`config.mk`:
```
export PLATFORM = sky130hd
export DESIGN_NAME = fhc_host
export DESIGN_NICKNAME = d
export VERILOG_FILES = /design/src/fhc_pkg.sv /design/src/fhc_host.sv
export VERILOG_INCLUDE_DIRS = /design/src
export SDC_FILE = /design/constraint.sdc
export NUM_CORES = 1
export LEC_CHECK = 0
export ABC_AREA = 1
export ABC_CLOCK_PERIOD_IN_PS = 2400
export BUFFER_PORTS_ARGS = -buffer_cell sky130_fd_sc_hd__buf_2
export CAP_MARGIN = 20
export CORE_MARGIN = 2
export CORE_UTILIZATION = 55
export CTS_BUF_LIST = sky130_fd_sc_hd__clkbuf_8 sky130_fd_sc_hd__clkbuf_16
export DETAILED_ROUTE_END_ITERATION = 16
export GPL_TIMING_DRIVEN = 0
export HOLD_SLACK_MARGIN = 0.1
export PLACE_DENSITY = 0.79
export SLEW_MARGIN = 0
export SYNTH_ARGS = -nofsm -noshare
export SYNTH_HDL_FRONTEND = slang
export SYNTH_SLANG_ARGS = --single-unit
```
`constraint.sdc`:
```
create_clock -name clk -period 2.4 [get_ports clk]
set_input_delay 0.24 -clock clk [delete_from_list [all_inputs] [get_ports clk]]
set_output_delay 0.24 -clock clk [all_outputs]
set_load 0.02 [all_outputs]
```
`src/fhc_regs.svh`:
```
`ifndef FHC_REGS_SVH
`define FHC_REGS_SVH

// controller register offsets (word index on the local port)
`define FHC_ADDR_CTRL     4'h0
`define FHC_ADDR_ADDR     4'h1
`define FHC_ADDR_DATA     4'h2
`define FHC_ADDR_STATUS   4'h3
`define FHC_ADDR_RDDATA   4'h4
`define FHC_ADDR_FSTAT    4'h5

// ctrl register write: bits 3:0 operation code, bit 8 power-down request
`define FHC_CTRL_OP_LSB   0
`define FHC_CTRL_PD_BIT   8

// flash command bytes written to the command interface
`define FHC_CMD_READ_ARRAY   8'hFF
`define FHC_CMD_READ_STATUS  8'h70
`define FHC_CMD_CLEAR_STATUS 8'h50
`define FHC_CMD_ERASE_SETUP  8'h20
`define FHC_CMD_CONFIRM      8'hD0
`define FHC_CMD_PROGRAM      8'h40
`define FHC_CMD_SUSPEND      8'hB0
`define FHC_CMD_LOCK_SETUP   8'h60
`define FHC_CMD_LOCK_BLOCK   8'h01
`define FHC_CMD_LOCK_MASTER  8'hF1

// flash status byte: ready bit and error bits
`define FHC_FST_READY_BIT    7
`define FHC_FST_ERR_MASK     8'h3A

// bus timing in nanoseconds (controller cycle 50 ns)
`define FHC_T_CYC_NS         50
`define FHC_T_WE_NS          100
`define FHC_T_RD_NS          150
`define FHC_T_OUTV_NS        400
`define FHC_T_WAKE_NS        1000
`define FHC_T_PD_NS          100

`endif

```
`src/fhc_pkg.sv`:
```
package fhc_pkg;
  typedef enum logic [3:0] {
    FHC_OP_NONE      = 4'h0,
    FHC_OP_READ      = 4'h1,
    FHC_OP_ERASE     = 4'h2,
    FHC_OP_PROGRAM   = 4'h3,
    FHC_OP_SUSPEND   = 4'h4,
    FHC_OP_RESUME    = 4'h5,
    FHC_OP_LOCK_BLK  = 4'h6,
    FHC_OP_LOCK_MSTR = 4'h7,
    FHC_OP_CLR_LOCKS = 4'h8,
    FHC_OP_CLR_STAT  = 4'h9
  } fhc_op_t;

  // pins toward the flash, all driven from flip-flops
  typedef struct packed {
    logic        chip_select_b;
    logic        write_enable_b;
    logic        output_enable_b;
    logic        reset_powerdown_b;
  } fhc_ctl_t;
endpackage

```
`src/fhc_host.sv`:
```
// Chosen here: the address map and the strobed register port.
`timescale 1ns/1ps
`default_nettype none
`include "fhc_regs.svh"
// Notes on behaviour
// - operations start only by command sequences
// - poll status register for completion and outcome; no poll follows suspend or any operation after it until resume or power-down
// - wait recovery time before trusting reads
// - wait wake time before command writes
module fhc_host #(
  parameter int ADDR_W = 21
) (
  // clock and reset
  input  wire  logic                  clk,
  input  wire  logic                  rst_b,
  // local register port
  input  wire  logic [3:0]            reg_addr,
  input  wire  logic [31:0]           reg_wdata,
  input  wire  logic                  reg_wr,
  input  wire  logic                  reg_rd,
  output logic       [31:0]           reg_rdata,
  // flash pins
  output logic       [ADDR_W-1:0]     flash_addr,
  input  wire  logic [7:0]            flash_dq_in,
  output logic       [7:0]            flash_dq_out,
  output logic                        flash_dq_oe,
  output fhc_pkg::fhc_ctl_t           flash_ctl,
  input  wire  logic                  flash_ready_busy
);
  import fhc_pkg::*;

  // ===========================================================
  // timing counts
  localparam int WE_CYC   = (`FHC_T_WE_NS + `FHC_T_CYC_NS - 1) / `FHC_T_CYC_NS;
  localparam int RD_CYC   = (`FHC_T_RD_NS + `FHC_T_CYC_NS - 1) / `FHC_T_CYC_NS;
  localparam int OUTV_CYC = (`FHC_T_OUTV_NS + `FHC_T_CYC_NS - 1) / `FHC_T_CYC_NS;
  localparam int WAKE_CYC = (`FHC_T_WAKE_NS + `FHC_T_CYC_NS - 1) / `FHC_T_CYC_NS;
  localparam int PD_CYC   = (`FHC_T_PD_NS + `FHC_T_CYC_NS - 1) / `FHC_T_CYC_NS;
  localparam logic [7:0] WE_N   = 8'(WE_CYC);
  localparam logic [7:0] RD_N   = 8'(RD_CYC);
  localparam logic [7:0] WAKE_N = 8'(WAKE_CYC);
  localparam logic [7:0] PD_N   = 8'(PD_CYC);
  localparam logic [7:0] OUTV_N = 8'(OUTV_CYC);

  typedef enum logic [3:0] {
    FHC_ST_IDLE   = 4'h0,
    FHC_ST_WR1    = 4'h1,
    FHC_ST_GAP    = 4'h3,
    FHC_ST_WR2    = 4'h2,
    FHC_ST_POLLW  = 4'h6,
    FHC_ST_POLLR  = 4'h7,
    FHC_ST_RDARR  = 4'h5,
    FHC_ST_RDRET  = 4'h4,
    FHC_ST_PDOWN  = 4'hC,
    FHC_ST_WAKE   = 4'hD
  } fhc_state_t;

  // ===========================================================
  // pin synchronisers
  logic [7:0] dq_s1_r, dq_s2_r;
  logic       rb_s1_r, rb_s2_r;
  always_ff @(posedge clk or negedge rst_b) begin
    if (!rst_b) begin
      dq_s1_r <= 8'h00;
      dq_s2_r <= 8'h00;
      rb_s1_r <= 1'b1;
      rb_s2_r <= 1'b1;
    end else begin
      dq_s1_r <= flash_dq_in;
      dq_s2_r <= dq_s1_r;
      rb_s1_r <= flash_ready_busy;
      rb_s2_r <= rb_s1_r;
    end
  end

  // ===========================================================
  // software registers
  logic [ADDR_W-1:0] addr_r;
  logic [7:0]        data_r;
  logic [7:0]        rddata_r;
  logic [7:0]        fstat_r;
  logic              err_r, done_r, pd_req_r, susp_r;
  fhc_op_t           op_r;
  logic              start;
  fhc_state_t        st_r;

  // a new operation is taken only while idle; others are dropped
  assign start = reg_wr && (reg_addr == `FHC_ADDR_CTRL) && (st_r == FHC_ST_IDLE);

  always_ff @(posedge clk or negedge rst_b) begin
    if (!rst_b) begin
      addr_r   <= '0;
      data_r   <= 8'h00;
      pd_req_r <= 1'b0;
      op_r     <= FHC_OP_NONE;
    end else begin
      if (reg_wr && reg_addr == `FHC_ADDR_ADDR) begin
        addr_r <= reg_wdata[ADDR_W-1:0];
      end
      if (reg_wr && reg_addr == `FHC_ADDR_DATA) begin
        data_r <= reg_wdata[7:0];
      end
      if (reg_wr && reg_addr == `FHC_ADDR_CTRL) begin
        pd_req_r <= reg_wdata[`FHC_CTRL_PD_BIT];
      end
      if (start) begin
        op_r <= fhc_op_t'(reg_wdata[`FHC_CTRL_OP_LSB +: 4]);
      end
    end
  end

  always_ff @(posedge clk or negedge rst_b) begin
    if (!rst_b) begin
      reg_rdata <= 32'h0000_0000;
    end else begin
      case (reg_addr)
        `FHC_ADDR_CTRL:   reg_rdata <= {23'h0, pd_req_r, 4'h0, 4'(op_r)};
        `FHC_ADDR_ADDR:   reg_rdata <= 32'(addr_r);
        `FHC_ADDR_DATA:   reg_rdata <= {24'h0, data_r};
        `FHC_ADDR_STATUS: reg_rdata <= {24'h0, 2'b00, rb_s2_r, susp_r, st_r == FHC_ST_IDLE,
                                        pd_req_r, err_r, done_r};
        `FHC_ADDR_RDDATA: reg_rdata <= {24'h0, rddata_r};
        `FHC_ADDR_FSTAT:  reg_rdata <= {24'h0, fstat_r};
        default:          reg_rdata <= 32'h0000_0000;
      endcase
      if (!reg_rd) begin
        reg_rdata <= 32'h0000_0000;
      end
    end
  end

  // ===========================================================
  // sequencer
  logic [7:0] cnt_r;
  logic [7:0] cmd2_r;
  logic       two_r;
  logic       need_poll_r;

  always_ff @(posedge clk or negedge rst_b) begin
    if (!rst_b) begin
      st_r        <= FHC_ST_PDOWN;
      cnt_r       <= PD_N;
      flash_ctl   <= '{chip_select_b: 1'b1, write_enable_b: 1'b1,
                       output_enable_b: 1'b1, reset_powerdown_b: 1'b0};
      flash_addr  <= '0;
      flash_dq_out <= 8'h00;
      flash_dq_oe <= 1'b0;
      cmd2_r      <= 8'h00;
      two_r       <= 1'b0;
      need_poll_r <= 1'b0;
      rddata_r    <= 8'h00;
      fstat_r     <= 8'h00;
      err_r       <= 1'b0;
      done_r      <= 1'b0;
      susp_r      <= 1'b0;
    end else begin
      if (cnt_r != 8'h00) begin
        cnt_r <= cnt_r - 8'h01;
      end
      case (st_r)
        FHC_ST_IDLE: begin
          // chip select and reset high leave the flash in standby
          flash_ctl <= '{1'b1, 1'b1, 1'b1, 1'b1};
          flash_dq_oe <= 1'b0;
          if (pd_req_r) begin
            flash_ctl.reset_powerdown_b <= 1'b0;
            susp_r <= 1'b0;
            cnt_r  <= PD_N;
            st_r   <= FHC_ST_PDOWN;
          end else if (start) begin
            done_r <= 1'b0;
            err_r  <= 1'b0;
            flash_addr <= addr_r;
            cnt_r <= WE_N;
            two_r <= 1'b1;
            need_poll_r <= 1'b1;
            st_r  <= FHC_ST_WR1;
            case (fhc_op_t'(reg_wdata[`FHC_CTRL_OP_LSB +: 4]))
              FHC_OP_ERASE: begin
                flash_dq_out <= `FHC_CMD_ERASE_SETUP;
                cmd2_r <= `FHC_CMD_CONFIRM;
              end
              FHC_OP_PROGRAM: begin
                flash_dq_out <= `FHC_CMD_PROGRAM;
                cmd2_r <= data_r;
              end
              FHC_OP_LOCK_BLK: begin
                flash_dq_out <= `FHC_CMD_LOCK_SETUP;
                cmd2_r <= `FHC_CMD_LOCK_BLOCK;
              end
              FHC_OP_LOCK_MSTR: begin
                flash_dq_out <= `FHC_CMD_LOCK_SETUP;
                cmd2_r <= `FHC_CMD_LOCK_MASTER;
              end
              FHC_OP_CLR_LOCKS: begin
                flash_dq_out <= `FHC_CMD_LOCK_SETUP;
                cmd2_r <= `FHC_CMD_CONFIRM;
              end
              FHC_OP_SUSPEND: begin
                flash_dq_out <= `FHC_CMD_SUSPEND;
                two_r <= 1'b0;
                susp_r <= 1'b1;
              end
              FHC_OP_RESUME: begin
                flash_dq_out <= `FHC_CMD_CONFIRM;
                two_r <= 1'b0;
                susp_r <= 1'b0;
              end
              FHC_OP_CLR_STAT: begin
                flash_dq_out <= `FHC_CMD_CLEAR_STATUS;
                two_r <= 1'b0;
                need_poll_r <= 1'b0;
              end
              default: begin
                // plain array read: force read-array mode first
                flash_dq_out <= `FHC_CMD_READ_ARRAY;
                two_r <= 1'b0;
                need_poll_r <= 1'b0;
              end
            endcase
            flash_dq_oe <= 1'b1;
            flash_ctl.chip_select_b  <= 1'b0;
            flash_ctl.write_enable_b <= 1'b0;
          end
        end
        FHC_ST_WR1, FHC_ST_WR2: begin
          if (cnt_r == 8'h01) begin
            // rising write enable; the flash latches address and data here
            flash_ctl.write_enable_b <= 1'b1;
            flash_ctl.chip_select_b  <= 1'b1;
            st_r <= FHC_ST_GAP;
          end
        end
        FHC_ST_GAP: begin
          flash_dq_oe <= 1'b0;
          if (two_r) begin
            two_r <= 1'b0;
            flash_dq_out <= cmd2_r;
            flash_dq_oe <= 1'b1;
            flash_ctl.chip_select_b  <= 1'b0;
            flash_ctl.write_enable_b <= 1'b0;
            cnt_r <= WE_N;
            st_r  <= FHC_ST_WR2;
          end else if (need_poll_r && !susp_r) begin
            cnt_r <= RD_N;
            flash_ctl.chip_select_b   <= 1'b0;
            flash_ctl.output_enable_b <= 1'b0;
            st_r <= FHC_ST_POLLW;
          end else if (op_r == FHC_OP_READ) begin
            cnt_r <= RD_N;
            flash_ctl.chip_select_b   <= 1'b0;
            flash_ctl.output_enable_b <= 1'b0;
            st_r <= FHC_ST_RDARR;
          end else begin
            done_r <= 1'b1;
            st_r <= FHC_ST_IDLE;
          end
        end
        FHC_ST_POLLW: begin
          // busy pin low means the machine still works; poll only once ready
          if (cnt_r == 8'h00 && rb_s2_r) begin
            st_r <= FHC_ST_POLLR;
          end
        end
        FHC_ST_POLLR: begin
          // flash answers status reads after an operation; once ready, error bits set the error flag
          fstat_r <= dq_s2_r;
          if (dq_s2_r[`FHC_FST_READY_BIT]) begin
            err_r  <= |(dq_s2_r & `FHC_FST_ERR_MASK);
            done_r <= 1'b1;
            flash_ctl.output_enable_b <= 1'b1;
            flash_ctl.chip_select_b   <= 1'b1;
            st_r <= FHC_ST_IDLE;
          end
        end
        FHC_ST_RDARR: begin
          if (cnt_r == 8'h00) begin
            st_r <= FHC_ST_RDRET;
          end
        end
        FHC_ST_RDRET: begin
          rddata_r <= dq_s2_r;
          flash_ctl.output_enable_b <= 1'b1;
          flash_ctl.chip_select_b   <= 1'b1;
          done_r <= 1'b1;
          st_r <= FHC_ST_IDLE;
        end
        FHC_ST_PDOWN: begin
          // power-down clears the flash status, so forget local copies
          fstat_r <= 8'h00;
          flash_ctl.reset_powerdown_b <= 1'b0;
          if (cnt_r == 8'h00 && !pd_req_r) begin
            flash_ctl.reset_powerdown_b <= 1'b1;
            // wake time covers output-valid time too
            cnt_r <= (WAKE_N > OUTV_N) ? WAKE_N : OUTV_N;
            st_r  <= FHC_ST_WAKE;
          end
        end
        FHC_ST_WAKE: begin
          // flash leaves power-down in read-array mode; no command needed
          if (cnt_r == 8'h00) begin
            st_r <= FHC_ST_IDLE;
          end
        end
        default: st_r <= FHC_ST_IDLE;
      endcase
    end
  end
endmodule
`default_nettype wire

```
==> run summary, run 1 <==
minimum setup slack after placement: 0.696 ns
clock tree root driver cell: sky130_fd_sc_hd__clkbuf_16
leakage power summed over all cells: 4.24 nW
total setup buffers inserted after CTS: 0
status: completed
number of I/O port buffers: 92
worst min-delay path category: in2reg
diode count: 0
GR Layer Usage met1: 35.2%
vias in the first global route: 5446
die extent in x: 112 um
Global Route met2 Usage: 43.6%
slowest CP cell: sky130_fd_sc_hd__dfstp_2
H-Tree Depth: 4
worst-case clock buffer depth: 2
number of cell rows: 39
worst-case clock skew: 0.00759 ns
total routing resource utilization after global routing: 26.7%
fraction of final layout cells with drive strength greater than 1: 21.5%
starting utilization of the core area: 56.3%
max-cap viol count: 0
global-route layer with the greatest usage: met2
power per unit of standard cell area: 1120 nW/um2
critical path launch point type: register
GRT met3 Usage: 5.94%
FILL cells: 874
drt total wl: 15800 um
Mapped Area: 6430 um2
number of instances in the synthesized netlist: 730
number of different library cells in the post-synthesis netlist: 35
CP bufs+invs: 1
routed length per placed instance: 15.4 um
setup TNS: 0 ns
crit end category: register
unrepaired setup endpoints after global routing: no
number of hold violations in the final report: 0
Setup Viol. Count Final: 0
f_max: 567 MHz
maximum number of pins on one net before global-route repair: 90
residual overflow from global routing: 0
clk sink count: 148
Yosys reg bits: 148
initial antenna violation count: 0
critical path fanouts, max: 5
first-pass GRT wire length: 26600 um
area growth from synthesis to layout: 24.0%
Yosys warning total: 0
slowest cell delay on critical path: 0.60 ns
share of the clock period used by the worst path after layout: 73.5%
VDD IR max: 0.000752 V
CTS tree: yes
nets@finish: 926
crit path cell chain: inv_1, nand2_1, nor2_2, nand2_1, nand2_1, nor2_2, nand2_2, nand2_1, nand2_1
DR DRC count: 0
Crit path top cell by count: sky130_fd_sc_hd__nand2_1
Ports: 115
Setup CP Type: reg2reg
clock buffer count from CTS: 17
DR iter-0 viols: 519
Seq/Total Area, Yosys: 57.8%
post-DR vias/cell: 5.33
global placer's final weighted congestion: 0.909
max_slew headroom: 63.8%
clock latency on the worst-skew pair: 0.43 ns
number of slew-limit violations in the final report: 0
ANT nets after route: 0
first-pass detailed-route iteration total: 5
# resized after CTS: 0
chip height: 112 um
arrival time at the worst endpoint: 2.07 ns
Via Count: 5484
setup slack of the critical path after layout: 0.636 ns
clock-pin slew on the worst setup and hold paths: 0.06 ns
kind of cell with the highest combined delay on the critical path: simple AND/OR/NAND/NOR gates
mean post-synth cell area: 8.80 um2
Die Area: 12600 um2
worst slew pin tran: 0.543 ns
required time at the worst-slack endpoint: 2.71 ns
core area: 11400 um2
final period demand of the worst path: 1.76 ns
hpwl dp: 10800 um
-- final cells by class --
class                   count  area, um2  area share [%]
flip-flops and latches    148       3710            46.6
multi-input cells         476       2250            28.3
repair buffers            115        714            8.97
clock buffers              17        425            5.34
inverters                  88        332            4.16
clock inverters            13        185            2.32
well taps                 143        179            2.25
plain buffers              28        168            2.10
-- flip-flops by register name (all words and copies together), names as in the netlist, 4 cells and up --
| register | count |
|---|---|
| addr_r | 21 |
| flash_addr | 21 |
| reg_rdata | 21 |
| cmd2_r | 8 |
| cnt_r | 8 |
| data_r | 8 |
| dq_s1_r | 8 |
| dq_s2_r | 8 |
| flash_dq_out | 8 |
| fstat_r | 8 |
| rddata_r | 8 |
| flash_ctl | 4 |
| op_r | 4 |
| st_r | 4 |
-- path summary, 6_finish.rpt --
| kind | slack [ns] | cells past startpoint | end | start |
|---|---|---|---|---|
| worst max-delay path | 0.64 | 9 | st_r[0] | st_r[3] |
| worst min-delay path | 0.11 | 3 | addr_r[14] | reg_wdata[14] |
| worst max register to register | 0.64 | 9 | st_r[0] | st_r[3] |
| worst min register to register | 0.35 | 0 | dq_s2_r[1] | dq_s1_r[1] |
| max in group asynchronous | 1.21 | 3 | flash_ctl[2] | rst_b |
| min in group asynchronous | 0.35 | 2 | dq_s1_r[3] | rst_b |
-- power breakdown --
| part | switching, W | internal (W) | leakage, nW |
|---|---|---|---|
| Clock | 0.00104 | 0.00173 | 0.307 |
| Sequential | 0.000391 | 0.00316 | 1.85 |
| Combinational | 0.00173 | 0.000895 | 2.09 |
-- cell usage after synthesis --
cell type,count,area (um2)
sky130_fd_sc_hd__nand3_2,2,20.0
sky130_fd_sc_hd__inv_1,78,293
sky130_fd_sc_hd__nand3b_1,1,7.51
sky130_fd_sc_hd__buf_2,8,40.0
sky130_fd_sc_hd__a21boi_0,2,15.0
sky130_fd_sc_hd__xor2_1,6,52.6
sky130_fd_sc_hd__a21oi_2,1,8.76
sky130_fd_sc_hd__nand2_1,179,672
sky130_fd_sc_hd__o211ai_1,1,7.51
sky130_fd_sc_hd__nor3_1,18,90.1
sky130_fd_sc_hd__nor2_4,2,22.5
sky130_fd_sc_hd__o22ai_1,8,50.1
sky130_fd_sc_hd__nand2_4,5,56.3
sky130_fd_sc_hd__nor2_8,1,20.0
sky130_fd_sc_hd__buf_4,12,90.1
sky130_fd_sc_hd__xnor2_1,1,8.76
sky130_fd_sc_hd__nand4_1,7,43.8
sky130_fd_sc_hd__clkbuf_1,7,26.3
sky130_fd_sc_hd__a21oi_1,26,130
sky130_fd_sc_hd__dfrtp_1,140,3500
sky130_fd_sc_hd__nand3_1,32,160
sky130_fd_sc_hd__ha_1,3,37.5
sky130_fd_sc_hd__inv_2,9,33.8
sky130_fd_sc_hd__conb_1,1,3.75
sky130_fd_sc_hd__dfstp_2,8,210
sky130_fd_sc_hd__clkinv_2,1,5.00
sky130_fd_sc_hd__nor2_1,63,236
sky130_fd_sc_hd__o21ai_1,6,30.0
sky130_fd_sc_hd__o21ai_0,78,390
sky130_fd_sc_hd__buf_6,1,11.3
sky130_fd_sc_hd__nor2_2,10,62.6
sky130_fd_sc_hd__a22oi_2,1,12.5
sky130_fd_sc_hd__a31oi_1,3,18.8
sky130_fd_sc_hd__nand2_2,8,50.1
sky130_fd_sc_hd__nor2b_1,1,6.26
-- per-layer routing --
layer	up-vias	wire, um
met5	-	0
met2	216	7700
li1	2598	-
met1	2632	6790
met3	38	965
met4	0	365
-- per-stage QoR --
step | instances | instance area (um2) | utilization [%] | hold slack [ns] | power [W]
finish | 1028 | 7970 | 69.8 | 0.108 | 0.00895
detailed placement | 976 | 7140 | 62.5 | 0.248 | 0.00611
CTS | 1028 | 7970 | 69.8 | 0.101 | 0.00894
global placement | 975 | 7100 | 62.2 | 0.335 | 0.00599
floorplan | 740 | 6460 | - | -0.0556 | 0.00533
global route | 1028 | 7970 | 69.8 | 0.106 | 0.00947
-- cell usage in the layout, fill, tap and decap left out, drive strengths merged, types with 4 or more instances in the layout --
master and n:
inv 92, nand4 7, dfstp 8, buf 114, nor3 18, o22ai 8, o21ai 84, conb 11
a21oi 27, dlygate4sd3 22, nand2 192, nor2 76, clkinv 5, clkbuf 24, xor2 6, dfrtp 140
nand3 34, bufinv 4
-- repair_timing --
| item | in CTS | in global routing |
|---|---|---|
| setup endpoints to repair | 0 | 0 |
| hold buffers | 22 | 0 |
| endpoints found under the hold margin | 80 | 0 |
-- worst reg2reg max path: stages (launching register included) --
cell	delay, ns
sky130_fd_sc_hd__dfstp_2	0.60
sky130_fd_sc_hd__inv_1	0.10
sky130_fd_sc_hd__nand2_1	0.16
sky130_fd_sc_hd__nor2_2	0.10
sky130_fd_sc_hd__nand2_1	0.13
sky130_fd_sc_hd__nand2_1	0.09
sky130_fd_sc_hd__nor2_2	0.21
sky130_fd_sc_hd__nand2_2	0.12
sky130_fd_sc_hd__nand2_1	0.09
sky130_fd_sc_hd__nand2_1	0.07
-- logic make-up after synthesis --
logic type / synth area share, %
AOI/OAI and AO/OA: 10.3
xor gates and xnor gates: 0.954
adders and majority gates: 0.584
buffers and inverters: 7.77
DFF: 57.8
other: 0.0584
and+or+nand+nor: 22.5
Power figures use the tool's default switching activity.
==> run 2, diff against run 1 <==
Settings changed: ABC_CLOCK_PERIOD_IN_PS 2400 to 1800.
Clock period 2.4 ns to 1.8 ns, I/O delays scaled along.
==> run summary, run 2 (same netlist as run 1, synthesis figures left out) <==
status: completed (unchanged)
startpoint of the lowest-slack register-to-register path: st_r[2] (was st_r[3])
minimum hold slack: 0.120 ns (was 0.108 ns)
residual overflow from global routing: 0 (unchanged)
Global Route met2 Usage: 44.2% (was 43.6%)
fraction of final layout cells with drive strength greater than 1: 21.7% (was 21.5%)
H-Tree Depth: 4 (unchanged)
maximum number of pins on one net before global-route repair: 90 (unchanged)
Setup Viol. Count Final: 0 (unchanged)
routed length per placed instance: 15.4 um (about the same)
required time at the worst-slack endpoint: 2.10 ns (was 2.71 ns)
VDD IR max: 0.00100 V (was 0.000752 V)
diode count: 0 (unchanged)
core area: 11400 um2 (unchanged)
chip height: 112 um (unchanged)
setup TNS: 0 ns (unchanged)
total routing resource utilization after global routing: 26.9% (was 26.7%)
capture point of the worst path: err_r (was st_r[0])
post-DR vias/cell: 5.31 (was 5.33)
Die Area: 12600 um2 (unchanged)
DR iter-0 viols: 575 (was 519)
nets@finish: 932 (was 926)
clock-pin slew on the worst setup and hold paths: 0.06 ns (about the same)
first-pass GRT wire length: 26800 um (was 26600 um)
number of cell rows: 39 (unchanged)
DR DRC count: 0 (unchanged)
die extent in x: 112 um (unchanged)
CTS tree: yes (unchanged)
clk sink count: 148 (unchanged)
share of the clock period used by the worst path after layout: 93.9% (was 73.5%)
power per unit of standard cell area: 1490 nW/um2 (was 1120 nW/um2)
hpwl dp: 10800 um (unchanged)
GR Layer Usage met1: 35.3% (was 35.2%)
clock latency on the worst-skew pair: 0.43 ns (about the same)
number of slew-limit violations in the final report: 0 (unchanged)
Ports: 115 (unchanged)
final period demand of the worst path: 1.69 ns (was 1.76 ns)
ANT nets after route: 0 (unchanged)
starting utilization of the core area: 56.3% (unchanged)
Via Count: 5491 (was 5484)
number of I/O port buffers: 92 (unchanged)
vias in the first global route: 5527 (was 5446)
clock tree root driver cell: sky130_fd_sc_hd__clkbuf_16 (unchanged)
critical path fanouts, max: 10 (was 5)
max-cap viol count: 0 (unchanged)
max_slew headroom: 64.1% (was 63.8%)
most frequent cells in the layout: 177 x sky130_fd_sc_hd__nand2_1, 140 x sky130_fd_sc_hd__dfrtp_1, 99 x sky130_fd_sc_hd__buf_2 (was 179 x sky130_fd_sc_hd__nand2_1, 140 x sky130_fd_sc_hd__dfrtp_1, 99 x sky130_fd_sc_hd__buf_2)
most common cell after layout, fill and taps aside: sky130_fd_sc_hd__nand2_1 (unchanged)
Worst Setup SP: st_r[2] (was st_r[3])
critical path launch point type: register (unchanged)
initial antenna violation count: 0 (unchanged)
unrepaired setup endpoints after global routing: no (unchanged)
clock buffer count from CTS: 17 (unchanged)
Setup CP Type: reg2reg (unchanged)
drt total wl: 16000 um (was 15800 um)
worst min-delay path category: in2reg (unchanged)
worst slew pin tran: 0.539 ns (was 0.543 ns)
arrival time at the worst endpoint: 1.99 ns (was 2.07 ns)
total setup buffers inserted after CTS: 0 (unchanged)
crit end category: register (unchanged)
global-route layer with the greatest usage: met2 (unchanged)
global placer's final weighted congestion: 0.909 (unchanged)
leakage power summed over all cells: 4.27 nW (was 4.24 nW)
GRT met3 Usage: 5.89% (was 5.94%)
hold path cells: 3 (unchanged)
r2r endpoint: err_r (was st_r[0])
worst-case clock skew: 0.00600 ns (was 0.00759 ns)
reg-to-reg setup timing slack: 0.11 ns (was 0.64 ns)
first-pass detailed-route iteration total: 6 (was 5)
area growth from synthesis to layout: 25.2% (was 24.0%)
f_max: 592 MHz (was 567 MHz)
largest registers: addr_r (21), flash_addr (21), reg_rdata (21) (unchanged)
number of hold violations in the final report: 0 (unchanged)
number of cell instances on the worst register-to-register path: 8 (was 9)
worst-case clock buffer depth: 2 (unchanged)
run 2: cell count changes in the layout (fill, tap and decap cells not counted):
cell / delta
sky130_fd_sc_hd__nand2_1: -2
sky130_fd_sc_hd__clkbuf_1: -1
sky130_fd_sc_hd__clkbuf_2: +1
sky130_fd_sc_hd__nor2_4: +2
sky130_fd_sc_hd__dlygate4sd3_1: +6
sky130_fd_sc_hd__nand2_2: +2
sky130_fd_sc_hd__nor2_2: -2
run 2: metrics by stage:
| step | power (W) | utilization [%] | area (um2) | setup WS (ns) | instances |
|---|---|---|---|---|---|
| 6_report | 0.0120 | 70.4 | 8040 | 0.110 | 1034 |
| 5_1_grt | 0.0127 | 70.4 | 8040 | 0.0192 | 1034 |
| 4_1_cts | 0.0119 | 70.3 | 8030 | 0.0563 | 1034 |
| 3_5_place_dp | 0.00815 | 62.5 | 7140 | 0.0962 | 976 |
| 3_3_place_gp | 0.00798 | 62.2 | 7100 | -1.40 | 975 |
| 2_1_floorplan | 0.00711 | - | 6460 | 0.353 | 740 |
run 2: timing repair:
item / 4_1_cts / 5_1_grt
hold buffers: 28 / 0
endpoints found under the hold margin: 91 / 0
resized for setup: 0 / 6
setup endpoints to repair: 0 / 14
run 2: worst min-delay path by stage:
stage	from	end	slack, ns
finish	reg_wdata[2]	need_poll_r	0.12
global route	reg_wdata[2]	need_poll_r	0.15
CTS	reg_wdata[2]	need_poll_r	0.11
detailed placement	rst_b	dq_s1_r[3]	0.19
global placement	flash_ready_busy	rb_s1_r	0.28
floorplan	rst_b	addr_r[0]	-0.12
run 2: per-layer routing:
| layer | share of wire, % | routed length (um) |
|---|---|---|
| met1 | 43 | 6810 |
| met2 | 49 | 7800 |
| met3 | 6.0 | 954 |
| met4 | 2.4 | 380 |
| met5 | 0 | 0 |
run 2: cell type report:
class / count / area, um2
plain buffers: 28 / 169
clock buffers: 17 / 425
clock inverters: 13 / 185
fillers: 864 / 3370
inverters: 88 / 332
multi-input cells: 476 / 2270
flip-flops and latches: 148 / 3710
well taps: 143 / 179
repair buffers: 121 / 774
run 2: critical path, stage by stage (launching register included):
cell and delay (ns):
sky130_fd_sc_hd__dfstp_2 0.61, sky130_fd_sc_hd__nor2_4 0.07, sky130_fd_sc_hd__nand2_4 0.12, sky130_fd_sc_hd__nor2_2 0.05
sky130_fd_sc_hd__nand2_1 0.20, sky130_fd_sc_hd__buf_4 0.24, sky130_fd_sc_hd__nand2_1 0.10, sky130_fd_sc_hd__nand3_1 0.08
sky130_fd_sc_hd__o21ai_0 0.10
run 2: power breakdown:
part | total [W] | switching [W] | internal [W]
clock | 0.00370 | 0.00139 | 0.00231
combinational | 0.00356 | 0.00234 | 0.00122
sequential | 0.00473 | 0.000522 | 0.00421
